## src/inc/mpbc_pkg.sv

```systemverilog
package mpbc_pkg;

  // ***********************************************************
  // register map: printed offsets are word indexes, byte = 4 x index
  // ***********************************************************
  localparam int unsigned ADDR_W = 8;
  localparam logic [ADDR_W-1:0] PAUSE_CTRL_IDX = 8'h08;
  localparam logic [ADDR_W-1:0] PAUSE_CTRL_ADDR = {PAUSE_CTRL_IDX[ADDR_W-3:0], 2'b00};
  localparam logic [ADDR_W-1:0] MODE_CTRL_IDX = 8'h10;
  localparam logic [ADDR_W-1:0] MODE_CTRL_ADDR = {MODE_CTRL_IDX[ADDR_W-3:0], 2'b00};

  // ***********************************************************
  // field positions and reset values
  // ***********************************************************
  localparam int unsigned PT_HI = 31;
  localparam int unsigned PT_LO = 16;
  localparam int unsigned PT_W = 16;
  localparam int unsigned PASS_BIT = 2;
  localparam int unsigned EN_BIT = 1;
  localparam int unsigned BUSY_BIT = 0;
  localparam int unsigned MODE_FDX_BIT = 0;
  localparam int unsigned MODE_TXEN_BIT = 1;
  localparam int unsigned MODE_SPD100_BIT = 2;
  localparam int unsigned MODE_PROMISC_BIT = 3;
  localparam int unsigned MODE_W = 4;
  localparam logic [31:0] PAUSE_CTRL_RST = 32'h0000_0000;
  localparam logic [MODE_W-1:0] MODE_RST = 4'h0;

  // ***********************************************************
  // timing: one slot is 512 bit times
  // ***********************************************************
  localparam int unsigned CLK_PERIOD_NS = 10;
  localparam int unsigned SLOT_BITS = 512;
  localparam int unsigned BIT_TIME_NS_100 = 10;
  localparam int unsigned BIT_TIME_NS_10 = 100;
  localparam int unsigned SLOT_CYCLES_100 = SLOT_BITS * BIT_TIME_NS_100 / CLK_PERIOD_NS;
  localparam int unsigned SLOT_CYCLES_10 = SLOT_BITS * BIT_TIME_NS_10 / CLK_PERIOD_NS;

  typedef enum logic [1:0] {
    FC_IDLE,
    FC_SEND,
    FC_BACKPR
  } mpbc_fc_state_type;

endpackage

```

## src/verilog/mpbc_pause_timer.sv

```systemverilog
`timescale 1ns/10ps
`default_nettype none

// ***********************************************************
// halt timer: runs for quanta x slot_cycles clocks
// ***********************************************************
module mpbc_pause_timer #(
  parameter int unsigned SLOT_W = 13
) (
  input wire logic pclk,
  input wire logic presetn,
  input wire logic load,
  input wire logic [mpbc_pkg::PT_W-1:0] quanta,
  input wire logic [SLOT_W-1:0] slot_cycles,
  output logic running
);

  logic [mpbc_pkg::PT_W-1:0] quanta_q;
  logic [SLOT_W-1:0] slot_q;
  wire slot_end = (slot_q == '0);
  wire last_quantum = (quanta_q == 16'h0001);

  always_ff @(posedge pclk or negedge presetn) begin
    if (!presetn) begin
      quanta_q <= '0;
      slot_q <= '0;
      running <= 1'b0;
    end else if (load) begin
      quanta_q <= quanta;
      slot_q <= slot_cycles - 1'b1;
      running <= (quanta != '0);
    end else if (running) begin
      if (slot_end) begin
        quanta_q <= quanta_q - 1'b1;
        slot_q <= slot_cycles - 1'b1;
        running <= !last_quantum;
      end else begin
        slot_q <= slot_q - 1'b1;
      end
    end
  end

endmodule

`default_nettype wire

```

## src/verilog/mpbc_flow_ctrl.sv

```systemverilog
`timescale 1ns/10ps
`default_nettype none

module mpbc_flow_ctrl #(
  parameter int unsigned SLOT_CYC_100 = mpbc_pkg::SLOT_CYCLES_100,
  parameter int unsigned SLOT_CYC_10 = mpbc_pkg::SLOT_CYCLES_10,
  parameter int unsigned SLOT_W = 13
) (
  input wire logic pclk,
  input wire logic presetn,
  input wire logic psel,
  input wire logic penable,
  input wire logic pwrite,
  input wire logic [mpbc_pkg::ADDR_W-1:0] paddr,
  input wire logic [31:0] pwdata,
  output logic [31:0] prdata,
  output logic pready,
  output logic pslverr,
  input wire logic fc_request,
  output logic pause_frame_req,
  output logic [mpbc_pkg::PT_W-1:0] pause_frame_time,
  input wire logic pause_frame_done,
  output logic backpressure,
  output logic tx_halt,
  input wire logic rx_frame_end,
  input wire logic rx_is_pause,
  input wire logic [mpbc_pkg::PT_W-1:0] rx_pause_quanta,
  input wire logic rx_addr_pass,
  output logic rx_status_valid,
  output logic rx_status_filter
);

  // ***********************************************************
  // elaboration checks
  // ***********************************************************
  if (SLOT_CYC_100 < 1 || SLOT_CYC_10 < 1) begin : g_bad_slot
    $error("slot cycle counts must be at least one");
  end
  if (SLOT_CYC_100 >= (1 << SLOT_W) || SLOT_CYC_10 >= (1 << SLOT_W)) begin : g_bad_width
    $error("slot counter too narrow");
  end

  // ***********************************************************
  // apb slave
  // ***********************************************************
  logic [31:0] prdata_q;
  logic pready_q;
  logic pslverr_q;
  logic [mpbc_pkg::PT_W-1:0] pause_time_q;
  logic pass_ctrl_frames_q;
  logic pause_function_enable_q;
  logic [mpbc_pkg::MODE_W-1:0] mode_q;
  logic pause_tx_busy_q;

  wire sel_pause = (paddr == mpbc_pkg::PAUSE_CTRL_ADDR);
  wire sel_mode = (paddr == mpbc_pkg::MODE_CTRL_ADDR);
  wire mapped = sel_pause | sel_mode;
  wire access = psel & penable & ~pready_q;
  wire commit = psel & penable & pready_q;
  wire wr_pause = commit & pwrite & sel_pause;
  wire wr_mode = commit & pwrite & sel_mode;

  wire full_duplex = mode_q[mpbc_pkg::MODE_FDX_BIT];
  wire tx_enable = mode_q[mpbc_pkg::MODE_TXEN_BIT];
  wire speed_100 = mode_q[mpbc_pkg::MODE_SPD100_BIT];
  wire promiscuous = mode_q[mpbc_pkg::MODE_PROMISC_BIT];

  // busy is status only; whatever software writes there is dropped
  wire [31:0] pause_rd = {pause_time_q, 13'h0000, pass_ctrl_frames_q,
                          pause_function_enable_q, pause_tx_busy_q};
  wire [31:0] mode_rd = {28'h000_0000, mode_q};
  wire [31:0] rd_mux = sel_pause ? pause_rd : (sel_mode ? mode_rd : 32'h0000_0000);

  always_ff @(posedge pclk or negedge presetn) begin
    if (!presetn) begin
      pready_q <= 1'b0;
      pslverr_q <= 1'b0;
      prdata_q <= 32'h0000_0000;
    end else begin
      pready_q <= access;
      pslverr_q <= access & ~mapped;
      prdata_q <= (access & ~pwrite) ? rd_mux : 32'h0000_0000;
    end
  end

  always_ff @(posedge pclk or negedge presetn) begin
    if (!presetn) begin
      pause_time_q <= mpbc_pkg::PAUSE_CTRL_RST[mpbc_pkg::PT_HI:mpbc_pkg::PT_LO];
      pass_ctrl_frames_q <= mpbc_pkg::PAUSE_CTRL_RST[mpbc_pkg::PASS_BIT];
      pause_function_enable_q <= mpbc_pkg::PAUSE_CTRL_RST[mpbc_pkg::EN_BIT];
    end else if (wr_pause) begin
      pause_time_q <= pwdata[mpbc_pkg::PT_HI:mpbc_pkg::PT_LO];
      pass_ctrl_frames_q <= pwdata[mpbc_pkg::PASS_BIT];
      pause_function_enable_q <= pwdata[mpbc_pkg::EN_BIT];
    end
  end

  always_ff @(posedge pclk or negedge presetn) begin
    if (!presetn) begin
      mode_q <= mpbc_pkg::MODE_RST;
    end else if (wr_mode) begin
      mode_q <= pwdata[mpbc_pkg::MODE_W-1:0];
    end
  end

  assign prdata = prdata_q;
  assign pready = pready_q;
  assign pslverr = pslverr_q;

  // ***********************************************************
  // transmit side: pause frame and back pressure
  // ***********************************************************
  mpbc_pkg::mpbc_fc_state_type state_q, state_d;
  logic req_prev_q;
  logic pause_frame_req_q;
  logic backpressure_q;
  logic [mpbc_pkg::PT_W-1:0] pause_frame_time_q;

  wire req_rise = fc_request & ~req_prev_q;
  wire start_send = req_rise & tx_enable & full_duplex;
  wire start_bp = fc_request & tx_enable & ~full_duplex & pause_function_enable_q;
  wire stop_bp = ~fc_request | ~tx_enable | full_duplex | ~pause_function_enable_q;

  always_comb begin
    state_d = state_q;
    unique case (state_q)
      mpbc_pkg::FC_IDLE: begin
        if (start_send) begin
          state_d = mpbc_pkg::FC_SEND;
        end else if (start_bp) begin
          state_d = mpbc_pkg::FC_BACKPR;
        end
      end
      mpbc_pkg::FC_SEND: begin
        if (pause_frame_done || !tx_enable) begin
          state_d = mpbc_pkg::FC_IDLE;
        end
      end
      mpbc_pkg::FC_BACKPR: begin
        if (stop_bp) begin
          state_d = mpbc_pkg::FC_IDLE;
        end
      end
    endcase
  end

  always_ff @(posedge pclk or negedge presetn) begin
    if (!presetn) begin
      state_q <= mpbc_pkg::FC_IDLE;
      req_prev_q <= 1'b0;
      pause_frame_req_q <= 1'b0;
      backpressure_q <= 1'b0;
      pause_tx_busy_q <= 1'b0;
    end else begin
      state_q <= state_d;
      req_prev_q <= fc_request;
      pause_frame_req_q <= (state_d == mpbc_pkg::FC_SEND);
      backpressure_q <= (state_d == mpbc_pkg::FC_BACKPR);
      pause_tx_busy_q <= (state_d != mpbc_pkg::FC_IDLE);
    end
  end

  always_ff @(posedge pclk or negedge presetn) begin
    if (!presetn) begin
      pause_frame_time_q <= '0;
    end else if (start_send && state_q == mpbc_pkg::FC_IDLE) begin
      pause_frame_time_q <= pause_time_q;
    end
  end

  assign pause_frame_req = pause_frame_req_q;
  assign pause_frame_time = pause_frame_time_q;
  assign backpressure = backpressure_q;

  // ***********************************************************
  // receive side: pause decode, halt timer, status
  // ***********************************************************
  logic rx_status_valid_q;
  logic rx_status_filter_q;

  wire rx_pause_seen = rx_is_pause & pause_function_enable_q;
  wire rx_pause_act = rx_frame_end & rx_pause_seen & full_duplex;
  wire [SLOT_W-1:0] slot_cycles = speed_100 ? SLOT_W'(SLOT_CYC_100) : SLOT_W'(SLOT_CYC_10);
  // promiscuous passes everything; otherwise a pause frame follows the pass bit while pause is enabled, else the address match
  wire filter_d = promiscuous ? 1'b1 :
                  (rx_pause_seen ? pass_ctrl_frames_q : rx_addr_pass);

  mpbc_pause_timer #(
    .SLOT_W(SLOT_W)
  ) u_timer (
    .pclk(pclk),
    .presetn(presetn),
    .load(rx_pause_act),
    .quanta(rx_pause_quanta),
    .slot_cycles(slot_cycles),
    .running(tx_halt)
  );

  always_ff @(posedge pclk or negedge presetn) begin
    if (!presetn) begin
      rx_status_valid_q <= 1'b0;
      rx_status_filter_q <= 1'b0;
    end else begin
      rx_status_valid_q <= rx_frame_end;
      rx_status_filter_q <= rx_frame_end & filter_d;
    end
  end

  assign rx_status_valid = rx_status_valid_q;
  assign rx_status_filter = rx_status_filter_q;

  // ***********************************************************
  // assertions
  // ***********************************************************
  chk_send_needs_txen: assert property (@(posedge pclk) disable iff (!presetn)
    pause_frame_req |-> $past(tx_enable))
    else $error("pause frame requested with transmitter disabled");

  chk_bp_needs_txen: assert property (@(posedge pclk) disable iff (!presetn)
    backpressure |-> $past(tx_enable) && $past(pause_function_enable_q))
    else $error("back pressure without transmitter or enable");

  chk_busy_tracks: assert property (@(posedge pclk) disable iff (!presetn)
    pause_tx_busy_q == (pause_frame_req_q | backpressure_q))
    else $error("busy flag disagrees with activity");

  chk_busy_clears: assert property (@(posedge pclk) disable iff (!presetn)
    (state_q == mpbc_pkg::FC_SEND && pause_frame_done) |=> !pause_tx_busy_q)
    else $error("busy not cleared after pause frame sent");

  chk_frame_time: assert property (@(posedge pclk) disable iff (!presetn)
    (state_q == mpbc_pkg::FC_IDLE && start_send) |=> pause_frame_time == $past(pause_time_q))
    else $error("pause frame time not taken from register");

  chk_halt_start: assert property (@(posedge pclk) disable iff (!presetn)
    (rx_pause_act && rx_pause_quanta != '0) |=> tx_halt [*2])
    else $error("received pause did not halt transmit");

  chk_no_halt_dis: assert property (@(posedge pclk) disable iff (!presetn)
    (!tx_halt && !(rx_frame_end && rx_is_pause && pause_function_enable_q && full_duplex)) |=> !tx_halt)
    else $error("transmit halted without enabled pause");

  chk_filter_pass: assert property (@(posedge pclk) disable iff (!presetn)
    (rx_frame_end && rx_pause_seen && !promiscuous) |=> rx_status_filter == $past(pass_ctrl_frames_q))
    else $error("filter bit does not follow pass bit");

  chk_promisc_wins: assert property (@(posedge pclk) disable iff (!presetn)
    (rx_frame_end && promiscuous) |=> rx_status_filter)
    else $error("promiscuous mode did not override");

  chk_all_delivered: assert property (@(posedge pclk) disable iff (!presetn)
    rx_frame_end |=> rx_status_valid)
    else $error("received frame not delivered");

  chk_apb_one_wait: assert property (@(posedge pclk) disable iff (!presetn)
    (psel && penable && !pready) |=> pready)
    else $error("apb answer not after one wait cycle");

  chk_pready_pulse: assert property (@(posedge pclk) disable iff (!presetn)
    pready |=> !pready)
    else $error("pready stood longer than one cycle");

  chk_err_unmapped: assert property (@(posedge pclk) disable iff (!presetn)
    (access && !mapped) |=> pslverr)
    else $error("unmapped access without error response");

  chk_prdata_idle: assert property (@(posedge pclk) disable iff (!presetn)
    !access |=> prdata == 32'h0000_0000)
    else $error("read data driven outside a read answer");

  chk_apb_write: assert property (@(posedge pclk) disable iff (!presetn)
    (commit && pwrite && sel_pause) |=> pause_time_q == $past(pwdata[mpbc_pkg::PT_HI:mpbc_pkg::PT_LO]))
    else $error("pause time write did not land");

  chk_frame_start: assert property (@(posedge pclk) disable iff (!presetn)
    (state_q == mpbc_pkg::FC_IDLE && start_send) |=> pause_frame_req && pause_tx_busy_q)
    else $error("request did not start a pause frame");

  chk_bp_start: assert property (@(posedge pclk) disable iff (!presetn)
    (state_q == mpbc_pkg::FC_IDLE && !start_send && start_bp) |=> backpressure && pause_tx_busy_q)
    else $error("request did not start back pressure");

  chk_busy_holds: assert property (@(posedge pclk) disable iff (!presetn)
    (state_q == mpbc_pkg::FC_SEND && !pause_frame_done && tx_enable) |=> pause_tx_busy_q && pause_frame_req)
    else $error("busy dropped before pause frame was sent");

  chk_busy_idle: assert property (@(posedge pclk) disable iff (!presetn)
    (state_q == mpbc_pkg::FC_IDLE && !start_send && !start_bp) |=> !pause_tx_busy_q)
    else $error("busy set with nothing in progress");

  chk_bp_busy: assert property (@(posedge pclk) disable iff (!presetn)
    (state_q == mpbc_pkg::FC_BACKPR && !stop_bp) |=> pause_tx_busy_q && backpressure)
    else $error("busy or back pressure dropped while still asked");

  chk_tx_off_quiet: assert property (@(posedge pclk) disable iff (!presetn)
    !tx_enable |=> !pause_frame_req && !backpressure)
    else $error("flow control active with transmitter disabled");

  chk_frame_time_hold: assert property (@(posedge pclk) disable iff (!presetn)
    (state_q == mpbc_pkg::FC_SEND) |=> $stable(pause_frame_time))
    else $error("pause frame time changed during the frame");

  chk_halt_zero: assert property (@(posedge pclk) disable iff (!presetn)
    (rx_pause_act && rx_pause_quanta == '0) |=> !tx_halt)
    else $error("zero pause time did not clear the halt");

  chk_no_act_hdx: assert property (@(posedge pclk) disable iff (!presetn)
    (!full_duplex && !tx_halt) |=> !tx_halt)
    else $error("transmit halted in half duplex");

  chk_addr_follow: assert property (@(posedge pclk) disable iff (!presetn)
    (rx_frame_end && !pause_function_enable_q && !promiscuous) |=> rx_status_filter == $past(rx_addr_pass))
    else $error("pause decoded with enable clear");

  chk_filter_clear: assert property (@(posedge pclk) disable iff (!presetn)
    (rx_frame_end && rx_pause_seen && !promiscuous && !pass_ctrl_frames_q) |=> !rx_status_filter)
    else $error("filter bit set with pass bit clear");

  chk_status_idle: assert property (@(posedge pclk) disable iff (!presetn)
    !rx_frame_end |=> !rx_status_valid && !rx_status_filter)
    else $error("receive status without a frame");

endmodule

`default_nettype wire

```

## config.mk

```make
export PLATFORM = sky130hd
export DESIGN_NAME = mpbc_flow_ctrl
export DESIGN_NICKNAME = d
export VERILOG_FILES = /design/src/inc/mpbc_pkg.sv /design/src/verilog/mpbc_pause_timer.sv /design/src/verilog/mpbc_flow_ctrl.sv
export SDC_FILE = /design/constraint.sdc
export NUM_CORES = 1
export LEC_CHECK = 0
export ABC_AREA = 1
export BUFFER_PORTS_ARGS = -buffer_cell sky130_fd_sc_hd__buf_2
export CORE_MARGIN = 4
export CORE_UTILIZATION = 48
export CTS_BUF_LIST = sky130_fd_sc_hd__clkbuf_16
export DETAILED_ROUTE_END_ITERATION = 12
export HOLD_SLACK_MARGIN = 0.06
export PLACE_DENSITY = 0.73
export SYNTH_ARGS = -nofsm -noshare
export SYNTH_HDL_FRONTEND = slang
export SYNTH_SLANG_ARGS = --single-unit
```

## constraint.sdc

```tcl
create_clock -name pclk -period 1.36 [get_ports pclk]
set_clock_uncertainty 0.05 [all_clocks]
set_input_delay 0.136 -clock pclk [delete_from_list [all_inputs] [get_ports pclk]]
set_output_delay 0.136 -clock pclk [all_outputs]
set_load 0.02 [all_outputs]
```

==> results.rst <==
.. list-table::
   :header-rows: 1

   * - Metric
     - Value
   * - Bufs on Longest Clock Path
     - 2
   * - Post-route DRC violation count
     - 0
   * - Count of input and output buffers
     - 96
   * - Final-layout worst hold slack
     - 68.6 ps
   * - CP endpoint kind
     - register
   * - Cell internal power dissipation
     - 5.83 mW
   * - Part of the power in registers
     - 36.8%
   * - Number of antenna violations at the first check in global routing
     - 0
   * - Die width
     - 108 um
   * - Crit share post-route
     - 112%
   * - Starting DRT DRC Count
     - 341
   * - Violated checks
     - negative setup slack
   * - Layout net count
     - 874
   * - Kind of launch point of the worst setup path
     - register
   * - Cell-by-cell listing of the critical path
     - inv_2, ha_4, nand2_4, nor2_4, nand2_2, nand2_4, nand2_8, buf_12, nor2_2, nand2_1, nand2_1
   * - Overall routing resource usage
     - 23.3%
   * - Yosys warning count
     - 0
   * - Post-detailed-route wirelength per cell
     - 14.9 um
   * - Starting Density
     - 49.0%
   * - Library cell contributing the largest single delay on the critical path
     - dfrtp_1
   * - Required arrival time at the worst endpoint
     - 1600 ps
   * - Reported net switching power
     - 3.13 mW
   * - Mean number of vias per cell
     - 5.09
   * - Number of violations of the max-capacitance limit
     - 0
   * - Family with the most delay on the worst path
     - simple AND/OR/NAND/NOR gates
   * - Library cells used by synthesis
     - 32
   * - Type of the worst setup path
     - reg -> reg
   * - Setup repair after global routing missed its margin
     - yes
   * - FMAX
     - 658 MHz
   * - Class of the most critical hold timing path
     - in -> reg
   * - Wire length after detailed routing
     - 14,000 um
   * - Floorplan core area
     - 0.00973 mm2
   * - Count of antenna-violating nets left after detailed routing
     - 0
   * - Number of setup violations in the final report
     - 30
   * - Power consumption
     - 8.96 mW
   * - Buffers plus inverters on the worst setup path
     - 2
   * - Via Count
     - 4,776
   * - DRT Pass-1 Iters
     - 5
   * - HPWL reported at the end of detailed placement
     - 8850 um
   * - CTS HTree Levels
     - 3
   * - Outcome
     - finished with violations
   * - Antenna cell count
     - 0
   * - Register-to-Register Setup Slack
     - -160 ps
   * - Clock sink count
     - 98
   * - Highest ir drop seen on vdd
     - 0.000739 V
   * - Largest incremental delay on the critical path
     - 390 ps
   * - Height of the chip
     - 108 um
   * - Final weighted congestion in routability-driven placement
     - 0.931
   * - Leakage
     - 3.80 nW
   * - Power Dens Cells
     - 1260 mW/mm2
   * - Worst hold path cell count
     - 5
   * - CTS buffer count
     - 9
   * - Worst-skew pair later-pin latency
     - 350 ps
   * - Die area
     - 0.0116 mm2
   * - FF-to-FF path depth
     - 11
   * - Global route total overflow
     - 0
   * - Reg-to-reg endpoint
     - u_timer.quanta_q[12]$_DFFE_PN0P_
   * - Mapped Cells
     - 594
   * - Max Fanout on Critical Path
     - 7
   * - Pin count of the biggest net entering global routing
     - 33
   * - Fraction of the yosys area taken by sequential cells
     - 51.5%
   * - Area added between synthesis and finish
     - 49.8%
   * - Worst Hold Path EP
     - rx_status_filter$_DFF_PN0_
   * - Clock power frac
     - 28.8%
   * - Wire length of the first global-routing pass
     - 21,300 um
   * - Cell area after technology mapping
     - 0.00476 mm2
   * - Number of top-level pins
     - 121
   * - Std cell rows
     - 36
   * - Post-synthesis area per instance
     - 8.02 um2
   * - Fin crit period
     - 1520 ps
   * - CTS tree
     - done
   * - Final max-slew violation count
     - 0
   * - Hold Fails Final Rpt
     - 0
   * - Number of global-route vias before repair
     - 4,681
   * - Layout cell share with drive strength beyond 1
     - 37.1%
   * - Switching share of power
     - 34.9%
   * - Worst path arrival time
     - 1760 ps
   * - Worst Hold Launch
     - rx_addr_pass
   * - Worst Slack Setup Final
     - -161 ps
   * - Critical R2R Launch
     - u_timer.slot_q[1]$_DFFE_PN0P_
   * - Root buffer selected by CTS
     - clkbuf_16
   * - Share of total power in combinational logic
     - 34.4%
   * - Clock-pin slew reported for the worst setup and hold paths after clock tree synthesis
     - 80 ps
   * - Yosys reg bits
     - 98
-- synthesized netlist by cell type, drive strengths merged --
cell      n  area [um2]
o211ai    2        15.0
xor2      2        17.5
conb      1        3.75
clkbuf    8        30.0
o21ai    39         195
a21oi    26         130
nand3    27         135
nand2   166         648
nor2    100         437
ha        7        87.6
inv      59         226
or2       1        6.26
dfrtp    98        2450
o31ai     1        7.51
nor4b     1        8.76
nor4      1        6.26
and3      1        6.26
buf      19         138
nand3b   11        86.3
nand4     6        37.5
nor3     18        90.1
-- placed cells by master (no fill, tap or decap), drive strengths merged --
master,n
bufbuf,1
and3,1
buf,177
clkbuf,11
clkinvlp,1
xor2,2
nand3,27
o211ai,2
nor4,1
o31ai,1
dlymetal6s4s,1
nand2,166
dlygate4sd3,31
o21ai,39
conb,12
ha,7
inv,61
nand4,6
or2,1
clkinv,4
nor4b,1
nor3,18
nand3b,11
nor2,100
a21oi,26
dfrtp,98
-- kinds of logic after synthesis --
family / synth area share (%)
AOI/OAI and AO/OA: 7.30
DFF: 51.5
buffers and inverters: 8.27
xor gates and xnor gates: 0.368
other: 0.0787
and+or+nand+nor: 30.7
adders and majority gates: 1.84
-- how the worst max path moves through the flow --
stage	cells past startpoint	to	slack, ps	start
final	11	u_timer.quanta_q[12]$_DFFE_PN0P_	-160	u_timer.slot_q[1]$_DFFE_PN0P_
after global routing	11	u_timer.quanta_q[14]$_DFFE_PN0P_	-230	u_timer.slot_q[1]$_DFFE_PN0P_
after CTS	10	u_timer.quanta_q[14]$_DFFE_PN0P_	-120	u_timer.slot_q[5]$_DFFE_PN0P_
after detailed placement	9	u_timer.slot_q[9]$_DFFE_PN0P_	-150	u_timer.slot_q[1]$_DFFE_PN0P_
after global placement	9	u_timer.slot_q[9]$_DFFE_PN0P_	-100	u_timer.slot_q[1]$_DFFE_PN0P_
after floorplan	10	u_timer.quanta_q[0]$_DFFE_PN0P_	-50	u_timer.slot_q[0]$_DFFE_PN0P_
-- worst min-delay path, stage by stage --
cell and delay (ps):
buf_2 80, inv_1 30, nor2_1 90, o31ai_1 70, inv_1 40
-- sequential cells by signal, summed over array words and instances (netlist names), 2 cells and up --
signal	flops
pause_time_q	16
u_timer.quanta_q	16
mode_q	4
pause_frame_time	16
u_timer.slot_q	13
prdata	20
state_q	2
-- timing repair --
| item | CTS | global route |
|---|---|---|
| endpoints found under the setup margin | 35 | 76 |
| gates cloned | 1 | 2 |
| hold buffers | 32 | 0 |
| buffers inserted | 7 | 15 |
| pin swaps | 9 | 36 |
| gates resized for setup | 55 | 79 |
| hold endpoints to repair | 129 | 0 |
-- metal layers --
metal	up-vias	part of all wire [%]	track usage [%]
li1	2271	-	-
met1	2308	40	28.0
met2	159	52	40.5
met3	38	5.7	4.56
met4	0	2.8	10.0
met5	-	0	0
-- layout make-up --
cell class                      count  area [um2]
Multi-Input combinational cell    421        2330
Timing Repair Buffer              212        1630
Tap cell                          133         166
Clock buffer                        9         225
Clock inverter                      7        78.8
Sequential cell                    98        2450
Inverter                           59         248
Fill cell                         664        2590
-- stage by stage --
step | TNS [ps] | setup slack (ps) | cell area (um2) | util (%) | instances
global placement | -1150 | -99.8 | 5860 | 60.2 | 868
finish | -2780 | -161 | 7140 | 73.4 | 939
global route | -5250 | -234 | 7140 | 73.4 | 939
floorplan | -501 | -49.2 | 4810 | - | 605
CTS | -1580 | -120 | 6720 | 69.1 | 924
detailed placement | -2160 | -152 | 5860 | 60.2 | 868
-- power groups by stage --
stage	sequential [mW]	clock [mW]	combinational, mW
after floorplan	3.36	0	1.21
after global placement	3.32	0	2.11
after detailed placement	3.33	0	2.18
after CTS	3.28	2.60	2.59
after global routing	3.32	2.72	3.35
final	3.30	2.58	3.08
Power figures use the tool's default switching activity.
